--- src/bbt_pkg.sv ---
package bbt_pkg;

    // Oscillator-count timing
    localparam logic [6:0] OFF_TIME_COUNTS  = 7'h60;  // 96 counts
    localparam logic [6:0] BLANK_SHORT      = 7'h06;  // 6 counts
    localparam logic [6:0] BLANK_LONG       = 7'h0C;  // 12 counts
    // Oscillator divider: osc tick every OSC_DIV aclk cycles
    localparam logic [7:0] OSC_DIV          = 8'h20;

    // Register map (byte addresses)
    localparam logic [3:0] CTRL_ADDR        = 4'h0;
    localparam logic [3:0] STAT_ADDR        = 4'h4;
    // Control register field positions
    localparam int CTRL_SR_BIT    = 0;
    localparam int CTRL_BRAKE_BIT = 1;
    localparam int CTRL_BLANK_BIT = 2;
    localparam int CTRL_EXT_BIT   = 3;
    localparam logic [3:0] CTRL_RESET = 4'h0;

    // AXI response codes
    localparam logic [1:0] RESP_OKAY   = 2'h0;
    localparam logic [1:0] RESP_SLVERR = 2'h2;

    typedef enum logic [1:0]
    {
        BBT_ON,
        BBT_OFF,
        BBT_BLANK
    } bbt_phase_t;

    // Bridge gate commands for one cycle
    typedef struct packed
    {
        logic       source_on;   // selected source driver on
        logic       sink_on;     // selected sink driver on
        logic       all_sinks;   // brake: three sinks on
        logic       rect_on;     // synchronous rectifier gate on
    } bbt_gate_t;

endpackage

--- src/bbt_core.sv ---
// Implementation choices: the placing of the registers and the AXI4-Lite register port.
`timescale 1ns/10ps
module bbt_core
(
    input  wire logic        aclk,
    input  wire logic        aresetn,
    input  wire logic        ce,
    // AXI4-Lite slave
    input  wire logic [3:0]  s_axi_awaddr,
    input  wire logic        s_axi_awvalid,
    output logic             s_axi_awready,
    input  wire logic [31:0] s_axi_wdata,
    input  wire logic [3:0]  s_axi_wstrb,
    input  wire logic        s_axi_wvalid,
    output logic             s_axi_wready,
    output logic [1:0]       s_axi_bresp,
    output logic             s_axi_bvalid,
    input  wire logic        s_axi_bready,
    input  wire logic [3:0]  s_axi_araddr,
    input  wire logic        s_axi_arvalid,
    output logic             s_axi_arready,
    output logic [31:0]      s_axi_rdata,
    output logic [1:0]       s_axi_rresp,
    output logic             s_axi_rvalid,
    input  wire logic        s_axi_rready,
    // Pins
    input  wire logic        enable_in,
    input  wire logic        dir_in,
    input  wire logic [2:0]  hall_in,
    input  wire logic        sense_trip,
    input  wire logic        zero_current,
    output bbt_pkg::bbt_gate_t gate,
    output logic             dir_out,
    output logic             tach_pull
);
    // Pin synchronisation
    logic [5:0] pins_s;
    logic       en_s, dir_s, trip_s, zero_s;
    logic [2:0] hall_s;

    bbt_sync #(.W(6)) u_sync
    (
        .aclk    (aclk),
        .aresetn (aresetn),
        .ce      (ce),
        .d       ({enable_in, dir_in, hall_in, sense_trip}),
        .q       (pins_s)
    );
    assign en_s   = pins_s[5];
    assign dir_s  = pins_s[4];
    assign hall_s = pins_s[3:1];
    assign trip_s = pins_s[0];

    bbt_sync #(.W(1)) u_zsync
    (
        .aclk    (aclk),
        .aresetn (aresetn),
        .ce      (ce),
        .d       (zero_current),
        .q       (zero_s)
    );

    // Register bus state
    logic [3:0]  ctrl_r, ctrl_nxt;
    logic        aw_r, aw_nxt, w_r, w_nxt;
    logic [3:0]  awa_r, awa_nxt;
    logic [31:0] wd_r, wd_nxt;
    logic        bv_r, bv_nxt, rv_r, rv_nxt;
    logic [1:0]  br_r, br_nxt, rr_r, rr_nxt;
    logic [31:0] rd_r, rd_nxt;
    logic        awrdy_r, wrdy_r, arrdy_r;

    // Motor state
    bbt_pkg::bbt_phase_t ph_r, ph_nxt;
    logic [6:0]  cnt_r, cnt_nxt;
    logic [7:0]  div_r, div_nxt;
    logic        en_q_r, dir_q_r;
    logic [2:0]  hall_q_r;
    logic        tach_r, tach_nxt;
    logic        rect_r, rect_nxt;
    bbt_pkg::bbt_gate_t gate_r, gate_nxt;
    logic        dir_r;
    logic        osc_tick, blank_act;
    logic        sr_en, brake, blank_sel, ext_pwm;
    logic [6:0]  blank_len;

    assign sr_en     = ctrl_r[bbt_pkg::CTRL_SR_BIT];
    assign brake     = ctrl_r[bbt_pkg::CTRL_BRAKE_BIT];
    assign blank_sel = ctrl_r[bbt_pkg::CTRL_BLANK_BIT];
    assign ext_pwm   = ctrl_r[bbt_pkg::CTRL_EXT_BIT];
    assign osc_tick  = (div_r == 8'h00);
    assign blank_len = blank_sel ? bbt_pkg::BLANK_LONG
                                 : bbt_pkg::BLANK_SHORT;
    assign blank_act = (ph_r == bbt_pkg::BBT_BLANK);

    // AXI4-Lite next state
    always_comb
    begin
        aw_nxt   = aw_r;
        w_nxt    = w_r;
        awa_nxt  = awa_r;
        wd_nxt   = wd_r;
        bv_nxt   = bv_r;
        br_nxt   = br_r;
        rv_nxt   = rv_r;
        rr_nxt   = rr_r;
        rd_nxt   = rd_r;
        ctrl_nxt = ctrl_r;
        if (s_axi_awvalid && awrdy_r)
        begin
            aw_nxt  = 1'b1;
            awa_nxt = s_axi_awaddr;
        end
        if (s_axi_wvalid && wrdy_r)
        begin
            w_nxt  = 1'b1;
            wd_nxt = s_axi_wdata;
        end
        if (aw_r && w_r)
        begin
            aw_nxt = 1'b0;
            w_nxt  = 1'b0;
            bv_nxt = 1'b1;
            if (awa_r == bbt_pkg::CTRL_ADDR)
            begin
                br_nxt = bbt_pkg::RESP_OKAY;
                if (s_axi_wstrb[0])
                    ctrl_nxt = wd_r[3:0];
            end
            else if (awa_r == bbt_pkg::STAT_ADDR)
                br_nxt = bbt_pkg::RESP_OKAY;
            else
                br_nxt = bbt_pkg::RESP_SLVERR;
        end
        if (bv_r && s_axi_bready)
            bv_nxt = 1'b0;
        if (rv_r && s_axi_rready)
            rv_nxt = 1'b0;
        else if (s_axi_arvalid && arrdy_r)
        begin
            rv_nxt = 1'b1;
            rr_nxt = bbt_pkg::RESP_OKAY;
            if (s_axi_araddr == bbt_pkg::CTRL_ADDR)
                rd_nxt = {28'h0000000, ctrl_r};
            else if (s_axi_araddr == bbt_pkg::STAT_ADDR)
                rd_nxt = {26'h0000000, ph_r, tach_r,
                          rect_r, gate_r.source_on, blank_act};
            else
            begin
                rd_nxt = 32'h00000000;
                rr_nxt = bbt_pkg::RESP_SLVERR;
            end
        end
    end

    // Motor control next state
    always_comb
    begin
        ph_nxt   = ph_r;
        cnt_nxt  = cnt_r;
        div_nxt  = osc_tick ? (bbt_pkg::OSC_DIV - 8'h01) : div_r - 8'h01;
        tach_nxt = tach_r;
        if (hall_s != hall_q_r)
            tach_nxt = ~tach_r;
        case (ph_r)
            bbt_pkg::BBT_ON:
            begin
                if (!en_s)
                    ph_nxt = bbt_pkg::BBT_OFF;
                else if (trip_s && !brake)
                begin
                    ph_nxt  = bbt_pkg::BBT_OFF;
                    cnt_nxt = bbt_pkg::OFF_TIME_COUNTS;
                end
            end
            bbt_pkg::BBT_OFF:
            begin
                if (en_s && cnt_r == 7'h00)
                begin
                    ph_nxt  = bbt_pkg::BBT_BLANK;
                    cnt_nxt = blank_len;
                end
                else if (osc_tick && cnt_r != 7'h00)
                    cnt_nxt = cnt_r - 7'h01;
            end
            bbt_pkg::BBT_BLANK:
            begin
                if (!en_s)
                begin
                    ph_nxt  = bbt_pkg::BBT_OFF;
                    cnt_nxt = 7'h00;
                end
                else if (cnt_r == 7'h00)
                    ph_nxt = bbt_pkg::BBT_ON;
                else if (osc_tick)
                    cnt_nxt = cnt_r - 7'h01;
            end
            default:
            begin
                ph_nxt  = bbt_pkg::BBT_OFF;
                cnt_nxt = 7'h00;
            end
        endcase
        // Direction change restarts blanking
        if (dir_s != dir_q_r && en_s)
        begin
            ph_nxt  = bbt_pkg::BBT_BLANK;
            cnt_nxt = blank_len;
        end
        // Rectify during decay until zero current seen
        rect_nxt = sr_en && (ph_r == bbt_pkg::BBT_OFF) &&
                   !zero_s && !ext_pwm_fast(ext_pwm, en_s);
        gate_nxt.source_on = !brake && (ph_r != bbt_pkg::BBT_OFF);
        gate_nxt.sink_on   = !brake &&
                             (en_s || ext_pwm);
        gate_nxt.all_sinks = brake;
        gate_nxt.rect_on   = rect_nxt && !brake;
    end

    // Fast external decay: sink chopped too, no rectification path
    function automatic logic ext_pwm_fast(input logic slow,
                                          input logic en);
        ext_pwm_fast = !slow && !en;
    endfunction

    // Registers
    always_ff @(posedge aclk)
    begin
        if (!aresetn)
        begin
            ctrl_r   <= bbt_pkg::CTRL_RESET;
            aw_r     <= 1'b0;
            w_r      <= 1'b0;
            awa_r    <= 4'h0;
            wd_r     <= 32'h00000000;
            bv_r     <= 1'b0;
            br_r     <= 2'h0;
            rv_r     <= 1'b0;
            rr_r     <= 2'h0;
            rd_r     <= 32'h00000000;
            ph_r     <= bbt_pkg::BBT_OFF;
            cnt_r    <= 7'h00;
            div_r    <= 8'h00;
            en_q_r   <= 1'b0;
            dir_q_r  <= 1'b0;
            hall_q_r <= 3'h0;
            tach_r   <= 1'b0;
            rect_r   <= 1'b0;
            gate_r   <= '0;
            dir_r    <= 1'b0;
        end
        else if (ce)
        begin
            ctrl_r   <= ctrl_nxt;
            aw_r     <= aw_nxt;
            w_r      <= w_nxt;
            awa_r    <= awa_nxt;
            wd_r     <= wd_nxt;
            bv_r     <= bv_nxt;
            br_r     <= br_nxt;
            rv_r     <= rv_nxt;
            rr_r     <= rr_nxt;
            rd_r     <= rd_nxt;
            ph_r     <= ph_nxt;
            cnt_r    <= cnt_nxt;
            div_r    <= div_nxt;
            en_q_r   <= en_s;
            dir_q_r  <= dir_s;
            hall_q_r <= hall_s;
            tach_r   <= tach_nxt;
            rect_r   <= rect_nxt;
            gate_r   <= gate_nxt;
            dir_r    <= dir_s;
        end
    end

    // Ready only while the slot is empty
    always_ff @(posedge aclk)
    begin
        if (!aresetn)
        begin
            awrdy_r <= 1'b0;
            wrdy_r  <= 1'b0;
            arrdy_r <= 1'b0;
        end
        else if (ce)
        begin
            awrdy_r <= !aw_nxt && !bv_nxt;
            wrdy_r  <= !w_nxt && !bv_nxt;
            arrdy_r <= !rv_nxt;
        end
    end

    assign s_axi_awready = awrdy_r;
    assign s_axi_wready  = wrdy_r;
    assign s_axi_arready = arrdy_r;
    assign s_axi_bvalid  = bv_r;
    assign s_axi_bresp   = br_r;
    assign s_axi_rvalid  = rv_r;
    assign s_axi_rresp   = rr_r;
    assign s_axi_rdata   = rd_r;
    assign gate          = gate_r;
    assign dir_out       = dir_r;
    assign tach_pull     = tach_r;

    // Trip during a running blank count is ignored
    a_blank_mask: assert property (@(posedge aclk) disable iff (!aresetn)
        ce && blank_act && en_s && trip_s && cnt_r != 7'h00
        |=> blank_act) else $error("trip seen in blank");
    // Brake drives all sinks next cycle
    a_brake_sinks: assert property (@(posedge aclk) disable iff (!aresetn)
        ce && brake |=> gate_r.all_sinks && !gate_r.source_on)
        else $error("brake did not set sinks");
    // Tach follows each hall change
    a_tach_toggle: assert property (@(posedge aclk) disable iff (!aresetn)
        ce && hall_s != hall_q_r |=> tach_r != $past(tach_r))
        else $error("tach missed hall edge");
    // No rectification with enable bit low
    a_rect_gate: assert property (@(posedge aclk) disable iff (!aresetn)
        !sr_en |=> !rect_r || $past(ce) == 1'b0 || sr_en)
        else $error("rectifier on while disabled");
    // Zero current stops rectification
    a_zero_stop: assert property (@(posedge aclk) disable iff (!aresetn)
        ce && zero_s |=> !rect_r) else $error("rectify past zero");
    // Trip ends on period and loads 96 counts
    a_trip_off: assert property (@(posedge aclk) disable iff (!aresetn)
        ce && ph_r == bbt_pkg::BBT_ON && en_s && trip_s && !brake
            && dir_s == dir_q_r
        |=> ph_r == bbt_pkg::BBT_OFF && cnt_r == bbt_pkg::OFF_TIME_COUNTS)
        else $error("trip not honoured");
    // Blank length loaded per select
    a_blank_len: assert property (@(posedge aclk) disable iff (!aresetn)
        ce && ph_r == bbt_pkg::BBT_OFF && ph_nxt == bbt_pkg::BBT_BLANK
        |=> cnt_r == $past(blank_len)) else $error("bad blank length");
    // Enable chop leaves blanking
    a_chop_reset: assert property (@(posedge aclk) disable iff (!aresetn)
        ce && blank_act && !en_s && dir_s == dir_q_r
        |=> ph_r == bbt_pkg::BBT_OFF) else $error("chop kept blank");
endmodule

--- src/bbt_sync.sv ---
`timescale 1ns/10ps
// Three-stage synchroniser; change counts when stages two and three agree
module bbt_sync
#(
    parameter int W = 1
)
(
    input  wire logic         aclk,
    input  wire logic         aresetn,
    input  wire logic         ce,
    input  wire logic [W-1:0] d,
    output logic      [W-1:0] q
);
    logic [W-1:0] s1_r, s2_r, s3_r, q_r;
    logic [W-1:0] q_nxt;

    // Filter: accept bits where stages two and three agree
    always_comb
    begin
        q_nxt = (s2_r & s3_r) | (q_r & (s2_r | s3_r));
    end

    // Shift chain
    always_ff @(posedge aclk)
    begin
        if (!aresetn)
        begin
            s1_r <= '0;
            s2_r <= '0;
            s3_r <= '0;
            q_r  <= '0;
        end
        else if (ce)
        begin
            s1_r <= d;
            s2_r <= s1_r;
            s3_r <= s2_r;
            q_r  <= q_nxt;
        end
    end

    assign q = q_r;
endmodule

--- config.mk ---
export PLATFORM = sky130hd
export DESIGN_NAME = bbt_core
export DESIGN_NICKNAME = d
export VERILOG_FILES = /design/src/bbt_pkg.sv /design/src/bbt_core.sv /design/src/bbt_sync.sv
export SDC_FILE = /design/constraint.sdc
export NUM_CORES = 1
export LEC_CHECK = 0
export BUFFER_PORTS_ARGS = -buffer_cell sky130_fd_sc_hd__buf_4
export CORE_MARGIN = 2
export CORE_UTILIZATION = 30
export CTS_BUF_LIST = sky130_fd_sc_hd__clkbuf_16
export DETAILED_ROUTE_END_ITERATION = 8
export GPL_TIMING_DRIVEN = 0
export MAX_ROUTING_LAYER = met4
export PLACE_DENSITY = 0.55
export SYNTH_ARGS = -nofsm -noshare
export SYNTH_HDL_FRONTEND = slang
export SYNTH_SLANG_ARGS = --single-unit
--- constraint.sdc ---
create_clock -name aclk -period 2 [get_ports aclk]
set_input_delay 0.4 -clock aclk [delete_from_list [all_inputs] [get_ports aclk]]
set_output_delay 0.4 -clock aclk [all_outputs]
set_load 0.02 [all_outputs]
-- Word-level counts from Yosys, hierarchy flattened
Cells that the tools add are included.
- flip-flop bits (word level): 110
- output and inout bits: 47
- input bits: 59
- logic and storage cells: 134
- bitwise operators: 10
- equality and inequality tests: 15
- reductions and logical operators: 43
- muxes and demuxes: 32
- add/subtract/negate cells: 2
- operators by type and width (operator ; count):
    two-way mux 7 bit ; 8
    one-hot mux 7 bit (3 select lines) ; 1
    two-way mux 2 bit ; 10
    != test 4 bit (second input constant) ; 5
    logical AND 1 bit ; 19
    AND 6 bit ; 2
    two-way mux 6 bit ; 2
    OR 6 bit ; 2
    logical NOT 1 bit ; 9
    equality test 4 x 3 -> 1 bit (second input constant) ; 2
    logical NOT 4 bit ; 2
    logical NOT 8 bit ; 1
    two-way mux 1 bit ; 8
    two-way mux 8 bit ; 1
    AND reduction 2 bit ; 4
    AND reduction 4 bit ; 2
    subtractor 8 x 1 -> 8 bit (second input constant) ; 1
    logical NOT 7 bit ; 1
    nonzero test 7 bit ; 1
    subtractor 7 x 1 -> 7 bit (second input constant) ; 1
    != test 3 bit (second input constant) ; 2
    one-hot mux 2 bit (3 select lines) ; 1
    AND reduction 6 bit ; 1
    two-way mux 4 bit ; 1
    other kinds (12) ; 15

-- Depth between registers and ports, before layout
- depth after elaboration: 6
- mapped depth: 7
- mapped depth without buffers: 7

-- Hierarchy
A second synthesis with hierarchy kept.
- cells, all modules: 445
- area, all modules: 3962.6 µm²
- by module, submodules not included (module ; cells an instance ; times used ; sequential area each (µm²) ; area an instance (µm²)):
    bbt_core ; 334 ; 1 ; 1081.0 ; 2846.5
    bbt_sync (u_sync) ; 96 ; 1 ; 480.5 ; 945.9
    bbt_sync (u_zsync) ; 15 ; 1 ; 80.1 ; 170.2

-- Worst setup path after synthesis
No wires, ideal clock.
- kind: input to register
- start point: input ce
- end point: register div_r[7]
- cell stages on the path: 6
- buffers on the path: 1
- arrival: 1.834 ns
- data required time: 1.885 ns
- library setup time: 0.115 ns
- path slack: 0.051 ns
- cell sequence: buf_4 or4b_4 or3_1 or3_1 xor2_1 nor2_2
- RTL lines (element ; RTL line ; RTL):
    start: declaration ; bbt_core.sv:7 ; input wire logic ce,
    end signal: assignment ; bbt_core.sv:266 ; div_r <= div_nxt;
    end: declaration ; bbt_core.sv:76 ; logic [7:0] div_r, div_nxt;

-- Worst setup path after layout
- start point: register cnt_r[2]
- end point: register cnt_r[2]
- cells in the longest elaborated chain, start to end: 6
- elaborated cells on any way between the ends: 15
- classes of those cells: add/sub (1); eq/ne (2); mux (7); reduce/logical (5)
- ends and longest elaborated chain (element ; RTL line ; RTL):
    start: declaration ; bbt_core.sv:75 ; logic [6:0] cnt_r, cnt_nxt;
    start signal: assignment ; bbt_core.sv:265 ; cnt_r <= cnt_nxt;
    subtractor 7 x 1 -> 7 bit ; bbt_core.sv:184, bbt_core.sv:196 ;
    two-way mux 7 bit ; bbt_core.sv:195 ; else if (osc_tick)
    two-way mux 7 bit ; bbt_core.sv:193 ; else if (cnt_r == 7'h00)
    two-way mux 7 bit ; bbt_core.sv:188 ; if (!en_s)
    one-hot mux 7 bit (3 select lines) ; bbt_core.sv:165 ; case (ph_r)
    two-way mux 7 bit ; bbt_core.sv:205 ; if (dir_s != dir_q_r && en_s)
Several ways; a longest one is shown, not always the timed one. The select of a mux whose other input is x is not followed.
A chain may end at the register's enable or synchronous reset.

==> summary.txt <==
Status
  – Run status: finished, final reports clean

Floorplan
  – Std cell rows: a little over 40
  – Ports placed on the boundary: about 110
  – Core region area: 12,500 sq um
  – Initial cell density of the core: a little under a third
  – Overall die width: between 100 and 150 um
  – Vertical die dimension: 117 um
  – Die area: ~14,000 sq um

Drt
  – Routed wire length on met2: approximately 4.2 mm
  – M1 WL: between 4 and 5 mm
  – WL/cell: 13.3 um
  – DR DRC count: 0
  – Number of DRC markers in iteration 0: 142
  – Routed wire length: roughly 9 mm
  – Initial DRT Pass Iterations: 5
  – Antenna Violating Nets Remaining: 0
  – Routed vias: about 3,200
  – WL met3: ~400 um
  – Uppermost layer routed: met4
  – Number of vias per cell after detailed routing: between 4 and 5

Global route
  – Antenna violations before repair: 0
  – Overflow left after global routing: 0
  – Vias in the first global route: between 2,000 and 3,000
  – Global-route total usage across every layer: 14.5%
  – First-pass GRT wire length: roughly 15 mm
  – Pin count of the biggest net entering global routing: 14

Clocking
  – Cell at the root of the clock tree: clkbuf_16
  – # hold bufs at CTS: 0
  – Clock sink count: about 80
  – Clock insertion delay at the later pin of the skew report: about 0.34 ns
  – Longest Clk Path Bufs: 2
  – CTS buffer count: 9
  – Buffer count from post-CTS setup fixing: 0
  – CTS tree: done
  – H-tree levels: 3
  – CTS clk-pin slew, worst paths: around 0.060 ns

Placement
  – Worst-case setup slack after placement: -0.152 ns
  – Routability Congestion: around 0.85
  – DPL Wire Length: 6.87 mm
  – Number of port buffers: 44

Critical path
  – CP startpoint: cnt_r[2]
  – Category of the most critical setup path: reg -> reg
  – Start of the worst register-to-register path: cnt_r[2]
  – Endpoint kind of the worst setup timing path: flop
  – Highest cell delay on the worst timing path: 0.49 ns
  – Data required, critical path: ~2.2 ns
  – List of cells traversed by the critical path: nor4_2 -> a211oi_2 -> o21a_2 -> a2111oi_0 -> nor3_1
  – Startpoint class of the critical path: flop
  – Arrival time of data at the critical path endpoint: between 2 and 2.5 ns
  – Largest fanout on the critical path: 7
  – Slowest CP cell: nor4_2

Yosys
  – Cell with the most instances after synthesis: dfxtp_1
  – Biggest area consumer among synthesized cells: dfxtp_1
  – Post-synth top area share: a little over two fifths
  – Most area-consuming cells after synthesis: dfxtp_1, mux2i_1, nor2_1
  – Post-synthesis sequential element count: 82
  – Area of the mapped netlist: ~3800 sq um
  – Async SR Flop Fraction: 0%
  – Cells after Synth: between 400 and 500
  – Number of enable flip-flop cells after synthesis: 0
  – Mean instance size in the synthesized netlist: 8.82 sq um
  – Sequential area share after synthesis: 43.0%
  – Number of library cell types mapped by synthesis: 51
  – Synth Warn #: 0
  – Post-synth top cells: dfxtp_1, nor2_1, mux2i_1
  – Commonest register cell after synthesis: dfxtp_1

Timing
  – Tmin final: roughly 1.9 ns
  – Slew margin rel.: roughly three fifths
  – Hold violation total from the final report: 0
  – Transition time of the tightest slew-check pin: 0.611 ns
  – Tcrit/Tclk final: between 90% and 100%
  – Top achievable clock speed: approximately 520 MHz
  – Setup TNS: 0 ns
  – Setup Skew: approximately 0.0087 ns
  – Worst Slack Setup Final: 0.0714 ns
  – Total of endpoints with negative setup slack in the final report: 0
  – Slew Viols, Final: 0
  – Unrepaired setup endpoints after global routing: yes

Hold path
  – Worst hold path startpoint: s_axi_rready
  – Min-delay worst type: in -> reg

Power and ir drop
  – Static leakage power: approximately 2.1 nW
  – Areal power density over the cells: just over 900 nW/um^2
  – Max VDD drop: 0.337 mV

Flow run
  – Max-cap violations: 0

Final layout
  – Number of antenna cells inserted: 0
  – Synth-to-layout area growth: 26.4%
  – Layout cell share with drive strength beyond 1: between 20 and 25%
  – Net count, final: between 500 and 600
  – Post-Route Utilization: between 30% and 40%
area by class of cell:
| class | count | area [sq um] |
|---|---|---|
| inverters | 10 | 37.5 |
| well taps | 172 | 215 |
| clock inverters | 7 | 86.3 |
| clock buffers | 9 | 225 |
| flip-flops and latches | 82 | 1640 |
| fillers | 1295 | 7690 |
| repair buffers | 44 | 330 |
| plain buffers | 49 | 299 |
| multi-input cells | 319 | 1990 |
layout by cell type (no fill, tap or decap), types with 8 or more instances in the layout:
cell type,instances
dfxtp_1,80
buf_4,74
nor2_1,61
mux2i_1,43
a21oi_1,33
conb_1,28
nand2_1,26
clkbuf_1,17
o21ai_0,16
inv_1,10
a21o_1,9
clkbuf_16,9
nand3_1,8
nor3_1,8
where the power goes:
group	internal (W)	leakage (nW)	switching [W]
clock network	0.00108	0.152	0.000645
registers	0.00173	0.667	0.000110
logic	0.000365	1.32	0.000458
total	0.00318	2.14	0.00121
sequential cells by signal, summed over array words and instances, names as in the netlist, 2 cells and up:
| signal | count |
|---|---|
| cnt_r | 7 |
| gate | 4 |
| ctrl_r | 4 |
| s_axi_rdata | 6 |
| u_sync.q | 6 |
| awa_r | 4 |
| u_sync.s1_r | 6 |
| div_r | 8 |
| ph_r | 2 |
| u_sync.s3_r | 6 |
| u_sync.s2_r | 6 |
| wd_r | 4 |
| hall_q_r | 3 |
metrics by stage:
step	cell area, sq um	hold slack, ns	std cells	power, W
2_1_floorplan	3920	0.444	460	0.00244
3_5_place_dp	4470	0.462	676	0.00265
4_1_cts	4800	0.275	692	0.00442
5_1_grt	4830	0.280	692	0.00461
3_3_place_gp	4470	0.461	676	0.00264
6_report	4830	0.292	692	0.00439
logic make-up (layout without fill, tap and decap cells):
group	Yosys count	after routing	synth area share, %
other cells	1	28	0.0982
simple gates	133	133	16.1
fa+ha+maj	4	4	1.31
compound gates	98	98	16.5
flops	82	82	43.0
buf+inv	59	119	8.75
mux	43	43	11.3
xor+xnor	13	13	2.98
worst max-delay path: cells and delay by family (launching register included):
kind,cells,cell delay [ns]
flops,1,0.36
compound gates,3,0.85
simple gates,2,0.58
metal layers:
layer  up-vias  GRT usage (%)
met3        14           2.94
met1      1477           18.2
met2        85           23.6
met4         0           4.86
met5         -              -
li1       1628              -
final timing paths:
check                               endpoint  slack (ns)  depth (start not counted)
worst min-delay path            s_axi_rvalid        0.29                          2
worst max-delay path                cnt_r[2]        0.07                          5
worst min register to register   u_sync.q[3]        0.47                          2
worst max register to register      cnt_r[2]        0.07                          5
timing repair:
action	4_1_cts	5_1_grt
gates resized for setup	3	10
endpoints found under the setup margin	5	8
pin swaps	0	2
(Power assumes the default switching activity.)
